File: src/hdl/rap_regs.svh
/*
 * Register offsets, field positions, reset values and protocol constants
 * of the register access packet server.
 * Assumes inclusion by bare name from the package and the testbench.
 */
`ifndef RAP_REGS_SVH
`define RAP_REGS_SVH

// Software register offsets on the local register port.
`define RAP_REG_CTRL 4'h0
`define RAP_REG_TIMEOUT 4'h4
`define RAP_REG_STATUS 4'h8
`define RAP_REG_LASTERR 4'hC

// Control register fields.
`define RAP_CTRL_VIA_SCB 0
`define RAP_CTRL_SEL_LSB 8
`define RAP_CTRL_SEL_MSB 10
`define RAP_CTRL_RST 32'h0000_0000
`define RAP_TIMEOUT_RST 32'h0000_FFFF

// Board select values.
`define RAP_BOARD_DIRECT 16'hFFFF
`define RAP_BOARD_MAX 16'h0004

// Operation codes.
`define RAP_OP_ENUM 4'h0
`define RAP_OP_WR_INC 4'h1
`define RAP_OP_WR_FIX 4'h2
`define RAP_OP_RDB_INC 4'h3
`define RAP_OP_RDB_FIX 4'h4
`define RAP_OP_RDN_INC 4'h5
`define RAP_OP_RDN_FIX 4'h6

// Completion codes.
`define RAP_ERR_NONE 32'hFFFF_FFFF
`define RAP_ERR_OP 32'h0000_0001
`define RAP_ERR_BOARD 32'h0000_0002
`define RAP_ERR_TIMEOUT 32'h0000_0003

// Server ports and streaming channels.
`define RAP_CMD_PORT 16'h22C3
`define RAP_STRM_PORT 16'h22C4
`define RAP_NCH 4
`define RAP_ROM_LEN 32'h0000_0006

`endif

File: src/hdl/rap_pkg.sv
/*
 * Types shared by the packet server and its stream slice.
 * Assumes rap_regs.svh is on the include path.
 */
package rap_pkg;
	`include "rap_regs.svh"

	// One 32-bit word with its valid qualifier.
	typedef struct packed {
		logic valid;
		logic [31:0] data;
	} rap_word_t;

	// Latched request header fields.
	typedef struct packed {
		logic [31:0] tag;
		logic [15:0] board;
		logic [3:0] op;
		logic [31:0] count;
		logic [31:0] addr;
	} rap_hdr_t;
endpackage

File: src/hdl/rap_stream_slice.sv
/*
 * Two-entry register slice that carries one streaming channel from the
 * logic that pushes words to the client socket, in one direction only.
 * Assumes a single clock and a synchronous active-high reset.
 */
`timescale 1ns/100ps
module rap_stream_slice
(
	input wire logic mclk_in,
	input wire logic rst_in,
	input wire logic en_in,
	input rap_pkg::rap_word_t push_in,
	output logic push_ready_out,
	output rap_pkg::rap_word_t strm_out,
	input wire logic strm_ready_in
);
	import rap_pkg::*;

	rap_word_t out_r;
	logic [31:0] skid_r;
	logic skid_v_r;
	logic skid_v_nxt;
	logic rdy_r;
	logic take;
	logic drain;

	assign take = push_in.valid && rdy_r;
	assign drain = out_r.valid && strm_ready_in;
	assign push_ready_out = rdy_r;
	assign strm_out = out_r;

	always_comb
	begin
		skid_v_nxt = skid_v_r;
		if (drain)
			skid_v_nxt = 1'b0;
		else if (take && out_r.valid)
			skid_v_nxt = 1'b1;
	end

	// Words leave exactly as pushed; the skid keeps full rate. see RL16
	always_ff @(posedge mclk_in)
	begin
		if (rst_in)
		begin
			out_r <= '0;
			skid_r <= 32'h0000_0000;
			skid_v_r <= 1'b0;
			rdy_r <= 1'b0;
		end
		else
		begin
			skid_v_r <= skid_v_nxt;
			rdy_r <= en_in && !skid_v_nxt; // see RL19
			if (drain)
			begin
				if (skid_v_r)
					out_r.data <= skid_r;
				else if (take)
					out_r.data <= push_in.data;
				out_r.valid <= skid_v_r || take;
			end
			else if (take)
			begin
				if (!out_r.valid)
				begin
					out_r.data <= push_in.data;
					out_r.valid <= 1'b1;
				end
				else
					skid_r <= push_in.data;
			end
		end
	end
endmodule // rap_stream_slice

File: src/hdl/rap_server.sv
/*
 * Binary request packet server: parses request words, performs register
 * or memory accesses on the target port, and builds reply words. Also
 * carries the raw streaming channels toward their client sockets.
 * Assumes a network stack that hands over request words in order and
 * takes reply words with valid/ready, and one clock with sync reset.
 */
// Implementation choices: the strobed register port and the address map.
// Functional notes
// RL1: Client increments packet tag every request.
// RL2: Reply carries the request's packet tag.
// RL3: Direct connection uses board select 0xFFFF.
// RL4: Via slow control: 0 itself, 1-4 sub-boards.
// RL5: Operation 0000 returns JSON board description.
// RL6: 0001 writes incrementing, 0010 writes fixed address.
// RL7: 0011/0100 blocking read, incrementing/fixed.
// RL8: 0101/0110 non-blocking read, incrementing/fixed.
// RL9: Word count counts 32-bit double words.
// RL10: Address field is access base address.
// RL11: Reply echoes operation, count, address unchanged.
// RL12: Reply reports words actually transferred.
// RL13: Completion code all ones on success.
// RL14: Request server listens on port 8899.
// RL15: Stream ports consecutive from 8900, one per FIFO.
// RL16: Stream words pass unframed, exactly as pushed.
// RL17: Stream channels are 32 bits wide.
// RL18: Streams run device to client only.
// RL19: Streams only on acquisition boards.
// RL20: Blocking read waits for data or timeout.
// RL21: Non-blocking read returns available words only.
// RL22: Requests served strictly in arrival order.
`timescale 1ns/100ps
module rap_server
(
	input wire logic mclk_in,
	input wire logic rst_in,
	input rap_pkg::rap_word_t req_in,
	output logic req_ready_out,
	output rap_pkg::rap_word_t rsp_out,
	input wire logic rsp_ready_in,
	output logic [31:0] tgt_addr_out,
	output logic [31:0] tgt_wdata_out,
	output logic tgt_wr_out,
	output logic tgt_rd_out,
	input wire logic [31:0] tgt_rdata_in,
	input wire logic tgt_avail_in,
	input wire logic [3:0] reg_addr_in,
	input wire logic [31:0] reg_wdata_in,
	input wire logic reg_wr_in,
	input wire logic reg_rd_in,
	output logic [31:0] reg_rdata_out,
	input rap_pkg::rap_word_t [3:0] push_in,
	output logic [3:0] push_ready_out,
	output rap_pkg::rap_word_t [3:0] strm_out,
	input wire logic [3:0] strm_ready_in,
	output logic [15:0] cmd_port_out,
	output logic [3:0][15:0] strm_port_out
);
	import rap_pkg::*;

	typedef enum {
		S_TAG, S_CMD, S_CNT, S_ADR, S_WR, S_TX, S_CHK, S_RD, S_CAP, S_PAY
	} rap_state_t;

	rap_state_t state_r;
	rap_hdr_t hdr_r;
	rap_word_t rsp_r;
	logic req_ready_r;
	logic [31:0] ptr_r;
	logic [31:0] idx_r;
	logic [31:0] nvalid_r;
	logic [31:0] tmr_r;
	logic [31:0] err_r;
	logic [31:0] err_nxt;
	logic [2:0] tx_sel_r;
	logic stop_r;
	logic [31:0] tgt_addr_r;
	logic [31:0] tgt_wdata_r;
	logic tgt_wr_r;
	logic tgt_rd_r;
	logic [31:0] ctrl_r;
	logic [31:0] timeout_r;
	logic [31:0] lasterr_r;
	logic [15:0] reqs_r;
	logic [31:0] reg_rdata_r;
	logic [15:0] cmd_port_r;
	logic [15:0] strm_port_r [`RAP_NCH];
	logic take;
	logic via_scb;
	logic board_ok;
	logic op_wr;
	logic op_rd;
	logic op_fix;
	logic op_blk;
	logic op_enum;
	logic last_word;

	assign req_ready_out = req_ready_r;
	assign rsp_out = rsp_r;
	assign tgt_addr_out = tgt_addr_r;
	assign tgt_wdata_out = tgt_wdata_r;
	assign tgt_wr_out = tgt_wr_r;
	assign tgt_rd_out = tgt_rd_r;
	assign reg_rdata_out = reg_rdata_r;
	assign cmd_port_out = cmd_port_r;

	////////////////////////////////////////////////////////////////////////
	// Request decode.

	assign take = req_in.valid && req_ready_r;
	assign via_scb = ctrl_r[`RAP_CTRL_VIA_SCB];
	assign last_word = 32'(idx_r + 32'h0000_0001) == hdr_r.count;

	// A board answers only its own select value; anything else is refused.
	always_comb
	begin
		if (!via_scb)
			board_ok = hdr_r.board == `RAP_BOARD_DIRECT; // see RL3
		else
			board_ok = hdr_r.board <= `RAP_BOARD_MAX && // see RL4
				hdr_r.board[2:0] ==
				ctrl_r[`RAP_CTRL_SEL_MSB:`RAP_CTRL_SEL_LSB];
	end

	always_comb
	begin
		op_wr = 1'b0;
		op_rd = 1'b0;
		op_fix = 1'b0;
		op_blk = 1'b0;
		op_enum = 1'b0;
		unique case (hdr_r.op)
			`RAP_OP_ENUM: op_enum = 1'b1; // see RL5
			`RAP_OP_WR_INC: op_wr = 1'b1; // see RL6
			`RAP_OP_WR_FIX:
			begin
				op_wr = 1'b1;
				op_fix = 1'b1;
			end
			`RAP_OP_RDB_INC: // see RL7
			begin
				op_rd = 1'b1;
				op_blk = 1'b1;
			end
			`RAP_OP_RDB_FIX:
			begin
				op_rd = 1'b1;
				op_blk = 1'b1;
				op_fix = 1'b1;
			end
			`RAP_OP_RDN_INC: op_rd = 1'b1; // see RL8
			`RAP_OP_RDN_FIX:
			begin
				op_rd = 1'b1;
				op_fix = 1'b1;
			end
			default: ;
		endcase
	end

	always_comb
	begin
		if (!board_ok)
			err_nxt = `RAP_ERR_BOARD;
		else if (!(op_wr || op_rd || op_enum))
			err_nxt = `RAP_ERR_OP;
		else
			err_nxt = `RAP_ERR_NONE;
	end

	// Board description returned by the enumerate operation, ASCII packed
	// big-end first, four characters to a word.
	function automatic logic [31:0] enum_word(input logic [31:0] i);
		case (i)
			32'h0000_0000: enum_word = 32'h7B22_626F;
			32'h0000_0001: enum_word = 32'h6172_6422;
			32'h0000_0002: enum_word = 32'h3A22_6163;
			32'h0000_0003: enum_word = 32'h7122_2C22;
			32'h0000_0004: enum_word = 32'h6669_666F;
			32'h0000_0005: enum_word = 32'h223A_347D;
			default: enum_word = 32'h0000_0000;
		endcase
	endfunction

	////////////////////////////////////////////////////////////////////////
	// Packet sequencer. One request is parsed, executed and answered in
	// full before the next word is taken, so replies never reorder.

	always_ff @(posedge mclk_in)
	begin
		if (rst_in)
		begin
			state_r <= S_TAG;
			hdr_r <= '0;
			rsp_r <= '0;
			req_ready_r <= 1'b0;
			ptr_r <= 32'h0000_0000;
			idx_r <= 32'h0000_0000;
			nvalid_r <= 32'h0000_0000;
			tmr_r <= 32'h0000_0000;
			err_r <= `RAP_ERR_NONE;
			tx_sel_r <= 3'h0;
			stop_r <= 1'b0;
			tgt_addr_r <= 32'h0000_0000;
			tgt_wdata_r <= 32'h0000_0000;
			tgt_wr_r <= 1'b0;
			tgt_rd_r <= 1'b0;
			lasterr_r <= `RAP_ERR_NONE;
			reqs_r <= 16'h0000;
		end
		else
		begin
			tgt_wr_r <= 1'b0;
			tgt_rd_r <= 1'b0;
			unique case (state_r)
				S_TAG:
				begin
					req_ready_r <= 1'b1; // see RL22
					if (take)
					begin
						hdr_r.tag <= req_in.data;
						state_r <= S_CMD;
					end
				end
				S_CMD:
					if (take)
					begin
						hdr_r.board <= req_in.data[31:16];
						hdr_r.op <= req_in.data[3:0];
						state_r <= S_CNT;
					end
				S_CNT:
					if (take)
					begin
						hdr_r.count <= req_in.data; // see RL9
						state_r <= S_ADR;
					end
				S_ADR:
					if (take)
					begin
						hdr_r.addr <= req_in.data;
						ptr_r <= req_in.data; // see RL10
						idx_r <= 32'h0000_0000;
						nvalid_r <= 32'h0000_0000;
						tmr_r <= 32'h0000_0000;
						stop_r <= 1'b0;
						tx_sel_r <= 3'h0;
						err_r <= err_nxt;
						// Refused writes still drain their payload.
						if (op_wr && hdr_r.count != 32'h0000_0000)
							state_r <= S_WR;
						else
						begin
							req_ready_r <= 1'b0;
							state_r <= S_TX;
						end
					end
				S_WR:
					if (take)
					begin
						if (err_r == `RAP_ERR_NONE)
						begin
							tgt_wr_r <= 1'b1; // see RL6
							tgt_addr_r <= ptr_r;
							tgt_wdata_r <= req_in.data;
							nvalid_r <= 32'(nvalid_r + 32'h0000_0001);
						end
						if (!op_fix)
							ptr_r <= 32'(ptr_r + 32'h0000_0001);
						idx_r <= 32'(idx_r + 32'h0000_0001);
						if (last_word)
						begin
							req_ready_r <= 1'b0;
							idx_r <= 32'h0000_0000;
							state_r <= S_TX;
						end
					end
				S_TX:
					if (!rsp_r.valid)
					begin
						rsp_r.valid <= 1'b1;
						unique case (tx_sel_r)
							3'h0: rsp_r.data <= hdr_r.tag; // see RL2
							3'h1: rsp_r.data <= // see RL11
								{hdr_r.board, 12'h000, hdr_r.op};
							3'h2: rsp_r.data <= hdr_r.count;
							3'h3: rsp_r.data <= hdr_r.addr;
							3'h4: rsp_r.data <= nvalid_r; // see RL12
							default: rsp_r.data <= err_r; // see RL13
						endcase
					end
					else if (rsp_ready_in)
					begin
						rsp_r.valid <= 1'b0;
						tx_sel_r <= 3'(tx_sel_r + 3'h1);
						if (tx_sel_r == 3'h3 && (op_rd || op_enum) &&
							hdr_r.count != 32'h0000_0000)
							state_r <= S_CHK;
						else if (tx_sel_r == 3'h5)
						begin
							lasterr_r <= err_r;
							reqs_r <= 16'(reqs_r + 16'h0001);
							state_r <= S_TAG;
						end
					end
				S_CHK:
					if (stop_r || err_r != `RAP_ERR_NONE)
					begin
						// Filler past the valid count; the client drops it.
						rsp_r <= '{valid: 1'b1, data: 32'h0000_0000};
						state_r <= S_PAY;
					end
					else if (op_enum)
					begin
						rsp_r <= '{valid: 1'b1, data: enum_word(idx_r)};
						if (idx_r < `RAP_ROM_LEN)
							nvalid_r <= 32'(nvalid_r + 32'h0000_0001);
						state_r <= S_PAY;
					end
					else if (tgt_avail_in)
					begin
						tgt_rd_r <= 1'b1;
						tgt_addr_r <= ptr_r;
						if (!op_fix)
							ptr_r <= 32'(ptr_r + 32'h0000_0001);
						state_r <= S_RD;
					end
					else if (op_blk)
					begin
						// The timeout covers the whole request. see RL20
						if (tmr_r >= timeout_r)
						begin
							stop_r <= 1'b1;
							err_r <= `RAP_ERR_TIMEOUT;
						end
						else
							tmr_r <= 32'(tmr_r + 32'h0000_0001);
					end
					else
						stop_r <= 1'b1; // see RL21
				S_RD:
					state_r <= S_CAP;
				S_CAP:
				begin
					rsp_r <= '{valid: 1'b1, data: tgt_rdata_in};
					nvalid_r <= 32'(nvalid_r + 32'h0000_0001);
					state_r <= S_PAY;
				end
				S_PAY:
					if (rsp_ready_in)
					begin
						rsp_r.valid <= 1'b0;
						idx_r <= 32'(idx_r + 32'h0000_0001);
						if (last_word)
							state_r <= S_TX;
						else
							state_r <= S_CHK;
					end
			endcase
		end
	end

	////////////////////////////////////////////////////////////////////////
	// Local register port. Read data stand one cycle after the strobe.

	always_ff @(posedge mclk_in)
	begin
		if (rst_in)
		begin
			ctrl_r <= `RAP_CTRL_RST;
			timeout_r <= `RAP_TIMEOUT_RST;
		end
		else if (reg_wr_in)
		begin
			if (reg_addr_in == `RAP_REG_CTRL)
				ctrl_r <= reg_wdata_in;
			if (reg_addr_in == `RAP_REG_TIMEOUT)
				timeout_r <= reg_wdata_in;
		end
	end

	always_ff @(posedge mclk_in)
	begin
		if (rst_in)
			reg_rdata_r <= 32'h0000_0000;
		else if (reg_rd_in)
		begin
			unique case (reg_addr_in)
				`RAP_REG_CTRL: reg_rdata_r <= ctrl_r;
				`RAP_REG_TIMEOUT: reg_rdata_r <= timeout_r;
				`RAP_REG_STATUS: reg_rdata_r <=
					{reqs_r, 15'h0000, state_r != S_TAG};
				`RAP_REG_LASTERR: reg_rdata_r <= lasterr_r;
				default: reg_rdata_r <= 32'h0000_0000;
			endcase
		end
		else
			reg_rdata_r <= 32'h0000_0000;
	end

	////////////////////////////////////////////////////////////////////////
	// Streaming channels, 32 bits each, toward the client only. They are
	// shut off while the board sits behind the slow control board.

	always_ff @(posedge mclk_in)
	begin
		if (rst_in)
			cmd_port_r <= 16'h0000;
		else
			cmd_port_r <= `RAP_CMD_PORT; // see RL14
	end

	genvar ch;
	generate
		for (ch = 0; ch < `RAP_NCH; ch++)
		begin : g_strm
			// One flop array entry per channel, so no two processes share
			// one packed variable.
			always_ff @(posedge mclk_in)
			begin
				if (rst_in)
					strm_port_r[ch] <= 16'h0000;
				else
					strm_port_r[ch] <= 16'(`RAP_STRM_PORT + ch); // see RL15
			end

			assign strm_port_out[ch] = strm_port_r[ch];

			rap_stream_slice u_slice
			(
				.mclk_in(mclk_in),
				.rst_in(rst_in),
				.en_in(!via_scb), // see RL19
				.push_in(push_in[ch]), // see RL17
				.push_ready_out(push_ready_out[ch]),
				.strm_out(strm_out[ch]), // see RL18
				.strm_ready_in(strm_ready_in[ch])
			);
		end
	endgenerate
endmodule // rap_server

File: config.mk
export PLATFORM = sky130hd
export DESIGN_NAME = rap_server
export DESIGN_NICKNAME = d
export VERILOG_FILES = /design/src/hdl/rap_pkg.sv /design/src/hdl/rap_stream_slice.sv /design/src/hdl/rap_server.sv
export VERILOG_INCLUDE_DIRS = /design/src /design/src/hdl
export SDC_FILE = /design/constraint.sdc
export NUM_CORES = 2
export LEC_CHECK = 0
export ABC_AREA = 1
export BUFFER_PORTS_ARGS = -buffer_cell sky130_fd_sc_hd__buf_4
export CORE_ASPECT_RATIO = 0.9
export CORE_MARGIN = 3
export CORE_UTILIZATION = 42
export CTS_CLUSTER_SIZE = 8
export DETAILED_ROUTE_END_ITERATION = 16
export GPL_TIMING_DRIVEN = 0
export HOLD_SLACK_MARGIN = 0.12
export PLACE_DENSITY_LB_ADDON = 0.25
export SETUP_SLACK_MARGIN = 0.4
export SLEW_MARGIN = 25
export SYNTH_ARGS = -nofsm -noshare
export SYNTH_HDL_FRONTEND = slang
export SYNTH_HIERARCHICAL = 1
export SYNTH_SLANG_ARGS = --single-unit
File: constraint.sdc
create_clock -name mclk_in -period 2.5 [get_ports mclk_in]
set_input_delay 0.25 -clock mclk_in [delete_from_list [all_inputs] [get_ports mclk_in]]
set_output_delay 0.25 -clock mclk_in [all_outputs]
set_load 0.005 [all_outputs]
; ---- Yosys cells after proc, flatten, opt, wreduce, memory -nomap -nowiden
; Memory sizes are Yosys's and may differ from the RTL's.
; Index checks and enable logic that the tools add are counted.
[op_classes]
add_sub_neg = 6
n_mul = 0
div = 0
magnitude_cmp = 3
eq_ne = 62
n_shift = 0
n_mux = 127
bitwise = 13
reduce_logical = 93
[op_table]
columns = cell, n
row1 = $mux 32, 60
row2 = $mux 33, 10
row3 = $pmux 32 s10, 1
row4 = $pmux 32 s3, 3
row5 = $pmux 32 s4, 2
row6 = $eq 32x3->1 const B, 6
row7 = $pmux 32 s2, 3
row8 = $pmux 31 s6, 1
row9 = $pmux 32 s5, 1
row10 = $add 32x1->32 const B, 4
row11 = $eq 32x2->1 const B, 4
row12 = $eq 32x1->1 const B, 2
row13 = $eq 32x4->1 const B, 2
row14 = $logic_not 32->1, 2
row15 = $reduce_bool 32->1, 2
row16 = $ne 2x2->1 const B, 25
row17 = $mux 1, 33
row18 = $reduce_and 3->1, 11
row19 = $eq 32x32->1, 1
row20 = $eq 32x32->1 const B, 1
row21 = $ge 32x32->1, 1
row22 = $lt 32x3->1 const B, 1
row23 = $ne 32x32->1 const B, 1
row24 = $mux 7, 4
row25 = 40 further kinds, 123
[word_totals]
reg_bits = 840
latchBits = 0
ramBits = 28
romBits = 0
in_bits = 243
output_inout_bits = 348
memories = 1
[mem_list]
columns = name, words, width, read_ports, rd_clocked_by_memory_dff, write_ports, line
row1 = strm_port_r, 4, 7, 4, 0, 4, rap_server.sv:87  ; logic [15:0] strm_port_r [`RAP_NCH];

; ---- Depth between registers and ports, before layout
[depth]
ltp_word = 10
ltp_mapped = 19

; ---- Hierarchy
; The synthesis kept the hierarchy.
[modules_own_cells]
columns = mod, n_inst, cells_per_inst, area_each_um2
row1 = rap_server, 1, 3548, 24442.2
row2 = rap_stream_slice, 4, 465, 2916.5

; ---- Worst setup path after synthesis
; No wires, ideal clock.
[synth_path]
kind = flip-flop to flip-flop
startpoint = reg idx_r[1]
endpoint = reg idx_r[28]
setup_ns = 0.132
arrival_ns = 2.197
t_required_ns = 2.368
setup_slack_ns = 0.170
stages_incl_launch_ff = 20
period_less_slack_ns = 2.330
cell_sequence = dfxtp_1 > ha_1 > nand2_2 > nor2_4 > nand2_2 > nor2_4 > nand2_1 > nand2_1 > nand2_1 > nand2_1 > nand2_1 > nor2_1 > nand2_1 > nor2_1 > nand3_2 > nand2_2 > nand2_4 > buf_6 > nand3_1 > a21oi_1
[synth_between]
elab_chain_cells = 5
word_cells_on_any_way = 6
cone_classes = add/sub: 1 / eq/ne: 1 / mux: 4
[synth_lines]
columns = item, line
row1 = start: declaration, rap_server.sv:70  ; logic [31:0] idx_r;
row2 = start signal: assignment, rap_server.sv:270  ; idx_r <= 32'(idx_r + 32'h0000_0001);
row3 = start signal: assignment, rap_server.sv:353  ; idx_r <= 32'(idx_r + 32'h0000_0001);
row4 = $add 32x1->32 *, "rap_server.sv:112, rap_server.sv:270, rap_server.sv:353"
row5 = $eq 32x32->1, rap_server.sv:112  ; assign last_word = 32'(idx_r + 32'h0000_0001) == hdr_r.count;
row6 = $mux 32, rap_server.sv:271  ; if (last_word)
row7 = $mux 32, rap_server.sv:259  ; if (take)
row8 = $pmux 32 s3 *, rap_server.sv:215  ; unique case (state_r)
; Every way passes the cells marked *; elsewhere a longest branch is shown, timed or not. The select of a mux whose other input is x is not followed.
; A chain may end at the register's enable or synchronous reset.

; ---- Worst setup path in the final report
[layout_path]
startpoint = reg idx_r[0]
endpoint = reg idx_r[26]
; Same word-level chain as after synthesis.

==> parameters.txt <==
Parameter                              Value

Status
  Outcome    finished, violations left
  Violated checks    negative setup slack

Critical path
  Nature of the critical path endpoint    flip-flop
  Start of the worst register-to-register path    idx_r[0]
  Startpoint Class    flip-flop
  WP data required    3.03 ns
  Worst setup path startpoint    idx_r[0]
  Arrival time worst endpoint    3.28 ns
  Worst-path maximum fanout    8
  Classification of the worst setup path    reg2reg

STA
  Final critical path time including I/O delays and setup    2.75 ns
  Period utilization    110%
  Unrepaired setup endpoints after global routing    true
  Worst-Margin Slew    1.12 ns
  Max-Slew Margin vs Limit    25.4%
  Final Worst Setup Slack    -0.252 ns
  Max Clk Rate    363 MHz
  Fin Clk Skew    0.0326 ns
  Finish-stage setup viols    36
  Max-slew violation count    0
  Number of hold violations in the final report    0
  Minimum hold slack    0.141 ns

Cells and area
  Fraction of final layout cells sized beyond drive strength 1    24.1%
  Number of nets in the layout    6788
  Count of fill cells added during filler insertion    7698
  Finished Core Util    60.9%
  Area added between synthesis and finish    43.0%

Pwr
  Switching pwr    0.00739 W
  Pwr/cell area    548 nW/um^2
  Max VDD drop    450 uV
  Switching part of the total power    26.1%
  Overall power    0.0283 W
  Part of the total power dissipated in sequential elements    43.7%
  Leakage power    22.7 nW
  Combinational share of power    12.4%
  Share of power burned in the clock network    43.9%
  Design internal power    0.0209 W

Route
  Vias after detailed routing    41100
  Antenna-violating nets left    0
  DR vias/cell    5.37
  Violation count after the first detailed-route iteration    4492
  DR pass1 iterations    7
  WL per Instance    20.3 um
  Drt total wl    155000 um
  Detailed-route DRC error count    0

Logic synthesis
  Number of warning messages in the yosys log    6
  Count of cell types in the netlist    53
  Number of enable flip-flop cells after synthesis    0
  Register area share after synthesis    41.0%
  Most frequent cells after synthesis    sky130_fd_sc_hd__nand2_1, sky130_fd_sc_hd__nor2_1, sky130_fd_sc_hd__dfxtp_1
  Flops & latches, synth    739
  Most area-hungry cell type in the Yosys netlist    sky130_fd_sc_hd__dfxtp_1
  Top cells by area in the synthesized netlist    sky130_fd_sc_hd__dfxtp_1, sky130_fd_sc_hd__nand2_1, sky130_fd_sc_hd__nor2_1
  Post-synthesis average cell area    6.68 um^2
  Dominant synthesized flop cell    sky130_fd_sc_hd__dfxtp_1
  Share of async-settable or async-resettable flops after synthesis    0%
  Cell with the most instances after synthesis    sky130_fd_sc_hd__nand2_1
  Fraction of post-synthesis cell area in the top cell type by area    41.0%
  Netlist area before placement    36100 um^2
  Post-synthesis cell count    5408

Die
  Die Width    315 um
  Vertical die dimension    284 um
  # rows    101
  I/O pin count    591
  Die Footprint    89500 um^2
  Area of the core    84800 um^2
  Effective utilization at floorplan    42.6%

Clocking
  Clk Latency, worst-skew pair    0.67 ns
  TritonCTS clock tree    yes
  Clock tree root driver cell    sky130_fd_sc_hd__clkbuf_16
  Worst-case clock buffer depth    3
  Number of buffers created by CTS    102
  CTS H-tree depth    3
  Clock-pin transition on the worst setup and hold timing paths    0.05 ns
  Sink Count    739

GRT
  First-pass GRT wire length    226000 um
  GRT Max-Usage Layer    met2
  Global Route met3 Usage    7.57%
  Initial antenna violation count    8
  Pin count of the biggest net entering global routing    31
  Aggregate global routing overflow    0
  GRT met1 Usage    43.4%
  Number of global-route vias before repair    37700
  Overall Global Routing Usage    32.6%
  Met2 GRT Util    50.2%

Worst hold path
  Worst min-delay path startpoint    req_in[32]
  Class of the tightest hold or removal check    in2reg

Flow run
  Maximum Capacitance Violations    0

Placement
  # port buffers    540
  Hpwl dp    114000 um
  Worst slack at placement    -0.859 ns
  Gpl congestion    1.00
placed cells by master (no fill, tap or decap), types with 26 or more instances in the layout:
master / Yosys / final
sky130_fd_sc_hd__nand2_4: 1 / 48
sky130_fd_sc_hd__buf_4: 79 / 728
sky130_fd_sc_hd__nand2_2: 10 / 71
sky130_fd_sc_hd__o211ai_1: 26 / 26
sky130_fd_sc_hd__buf_6: 3 / 44
sky130_fd_sc_hd__ha_1: 45 / 30
sky130_fd_sc_hd__nand2_1: 1276 / 1164
sky130_fd_sc_hd__nor2_1: 797 / 724
sky130_fd_sc_hd__a21oi_2: 0 / 49
sky130_fd_sc_hd__dfxtp_1: 739 / 665
sky130_fd_sc_hd__clkbuf_16: 0 / 111
sky130_fd_sc_hd__nand3_2: 5 / 44
sky130_fd_sc_hd__a21oi_1: 444 / 393
sky130_fd_sc_hd__xor2_1: 55 / 55
sky130_fd_sc_hd__dfxtp_2: 0 / 50
sky130_fd_sc_hd__conb_1: 1 / 50
sky130_fd_sc_hd__nor3_1: 74 / 51
sky130_fd_sc_hd__o21ai_0: 470 / 423
sky130_fd_sc_hd__o22ai_1: 58 / 51
sky130_fd_sc_hd__nand3_1: 198 / 139
sky130_fd_sc_hd__nor2_4: 9 / 55
sky130_fd_sc_hd__inv_1: 584 / 547
sky130_fd_sc_hd__buf_2: 54 / 50
sky130_fd_sc_hd__nor2_2: 9 / 36
sky130_fd_sc_hd__dlygate4sd3_1: 0 / 238
sky130_fd_sc_hd__clkbuf_1: 202 / 151
sky130_fd_sc_hd__o21ai_1: 11 / 42
sky130_fd_sc_hd__nand4_1: 57 / 57
timing repair:
| item | CTS | global route |
|---|---|---|
| pin swaps | 108 | 145 |
| endpoints found under the hold margin | 543 | 0 |
| hold buffers | 238 | 0 |
| gates resized for setup | 573 | 415 |
| cloned | 7 | 5 |
| setup endpoints to repair | 318 | 242 |
| buffers inserted | 95 | 54 |
through the flow:
stage	std cells	setup TNS, ns	cell area [um^2]
floorplan	5457	0	36300
global placement	7130	-138.87	41800
detailed placement	7130	-108.83	41800
CTS	7581	-5.25	49700
global route	7646	-12.47	51600
finish	7651	-7.64	51600
path summary, 6_finish.rpt:
| kind | slack, ns | to | cells after the start |
|---|---|---|---|
| hold / removal | 0.14 | tgt_wr_out | 5 |
| hold reg to reg | 0.45 | ctrl_r[25] | 2 |
| setup / recovery | -0.25 | idx_r[26] | 17 |
| setup reg to reg | -0.25 | idx_r[26] | 17 |
cell type report:
cell class | count | area (um^2) | share of cell area [%]
multi-input combinational | 3776 | 20200 | 39.1
clock buffer | 108 | 2630 | 5.09
timing repair buffer | 937 | 7980 | 15.4
inverter | 594 | 2310 | 4.48
clock inverter | 3 | 47.5 | 0.0921
buffer | 349 | 2110 | 4.08
tap | 1133 | 1420 | 2.74
sequential | 739 | 14900 | 28.9
antenna | 11 | 27.5 | 0.0533
timing repair inverter | 1 | 5.00 | 0.00969
power groups by stage:
stage	Sequential (W)	Clock (W)	Combinational (W)
after floorplan	0.0126	0	0.00138
after global placement	0.0126	0	0.00278
after detailed placement	0.0126	0	0.00279
after CTS	0.0124	0.0125	0.00333
after global routing	0.0124	0.0130	0.00376
final	0.0124	0.0124	0.00351
metal layers:
metal  up-vias  part of all wire (%)
li1      19500                     -
met5         -                0.0084
met3       411                   9.8
met2      1982                    43
met1     19200                    42
met4         2                   4.9
cells by family after synthesis:
| kind of cell | after synthesis | share of synthesized area (%) |
|---|---|---|
| xor gates and xnor gates | 68 | 1.65 |
| DFF | 739 | 41.0 |
| buffers and inverters | 943 | 10.9 |
| adders and majority gates | 45 | 1.56 |
| and+or+nand+nor | 2492 | 28.1 |
| other | 1 | 0.0104 |
| AOI/OAI and AO/OA | 1120 | 16.8 |
critical path, stage by stage, from the launching register on:
cell	delay, ns
sky130_fd_sc_hd__dfxtp_4	0.38
sky130_fd_sc_hd__clkinvlp_4	0.12
sky130_fd_sc_hd__nor2_4	0.25
sky130_fd_sc_hd__buf_12	0.15
sky130_fd_sc_hd__nand3_4	0.14
sky130_fd_sc_hd__nand2_4	0.13
sky130_fd_sc_hd__nand2_4	0.06
sky130_fd_sc_hd__nand2_1	0.07
sky130_fd_sc_hd__nand2_2	0.06
sky130_fd_sc_hd__nor2_1	0.10
sky130_fd_sc_hd__nand2_1	0.11
sky130_fd_sc_hd__nor3_4	0.27
sky130_fd_sc_hd__nand3_4	0.16
sky130_fd_sc_hd__nand2_4	0.12
sky130_fd_sc_hd__nand2_8	0.13
sky130_fd_sc_hd__buf_12	0.21
sky130_fd_sc_hd__nand3_2	0.06
sky130_fd_sc_hd__a21oi_1	0.07
registers in the layout, summed over array words and instances, names as in the netlist, 16 cells and up:
| name | flops |
|---|---|
| tgt_wdata_out | 32 |
| ptr_r | 32 |
| hdr_r | 116 |
| reg_rdata_out | 32 |
| nvalid_r | 32 |
| timeout_r | 32 |
| tmr_r | 32 |
| g_strm.u_slice/skid_r | 128 |
| idx_r | 32 |
| rsp_out | 33 |
| g_strm.u_slice/strm_out | 132 |
| ctrl_r | 32 |
| tgt_addr_out | 32 |
| reqs_r | 16 |
(Power assumes the default switching activity.)
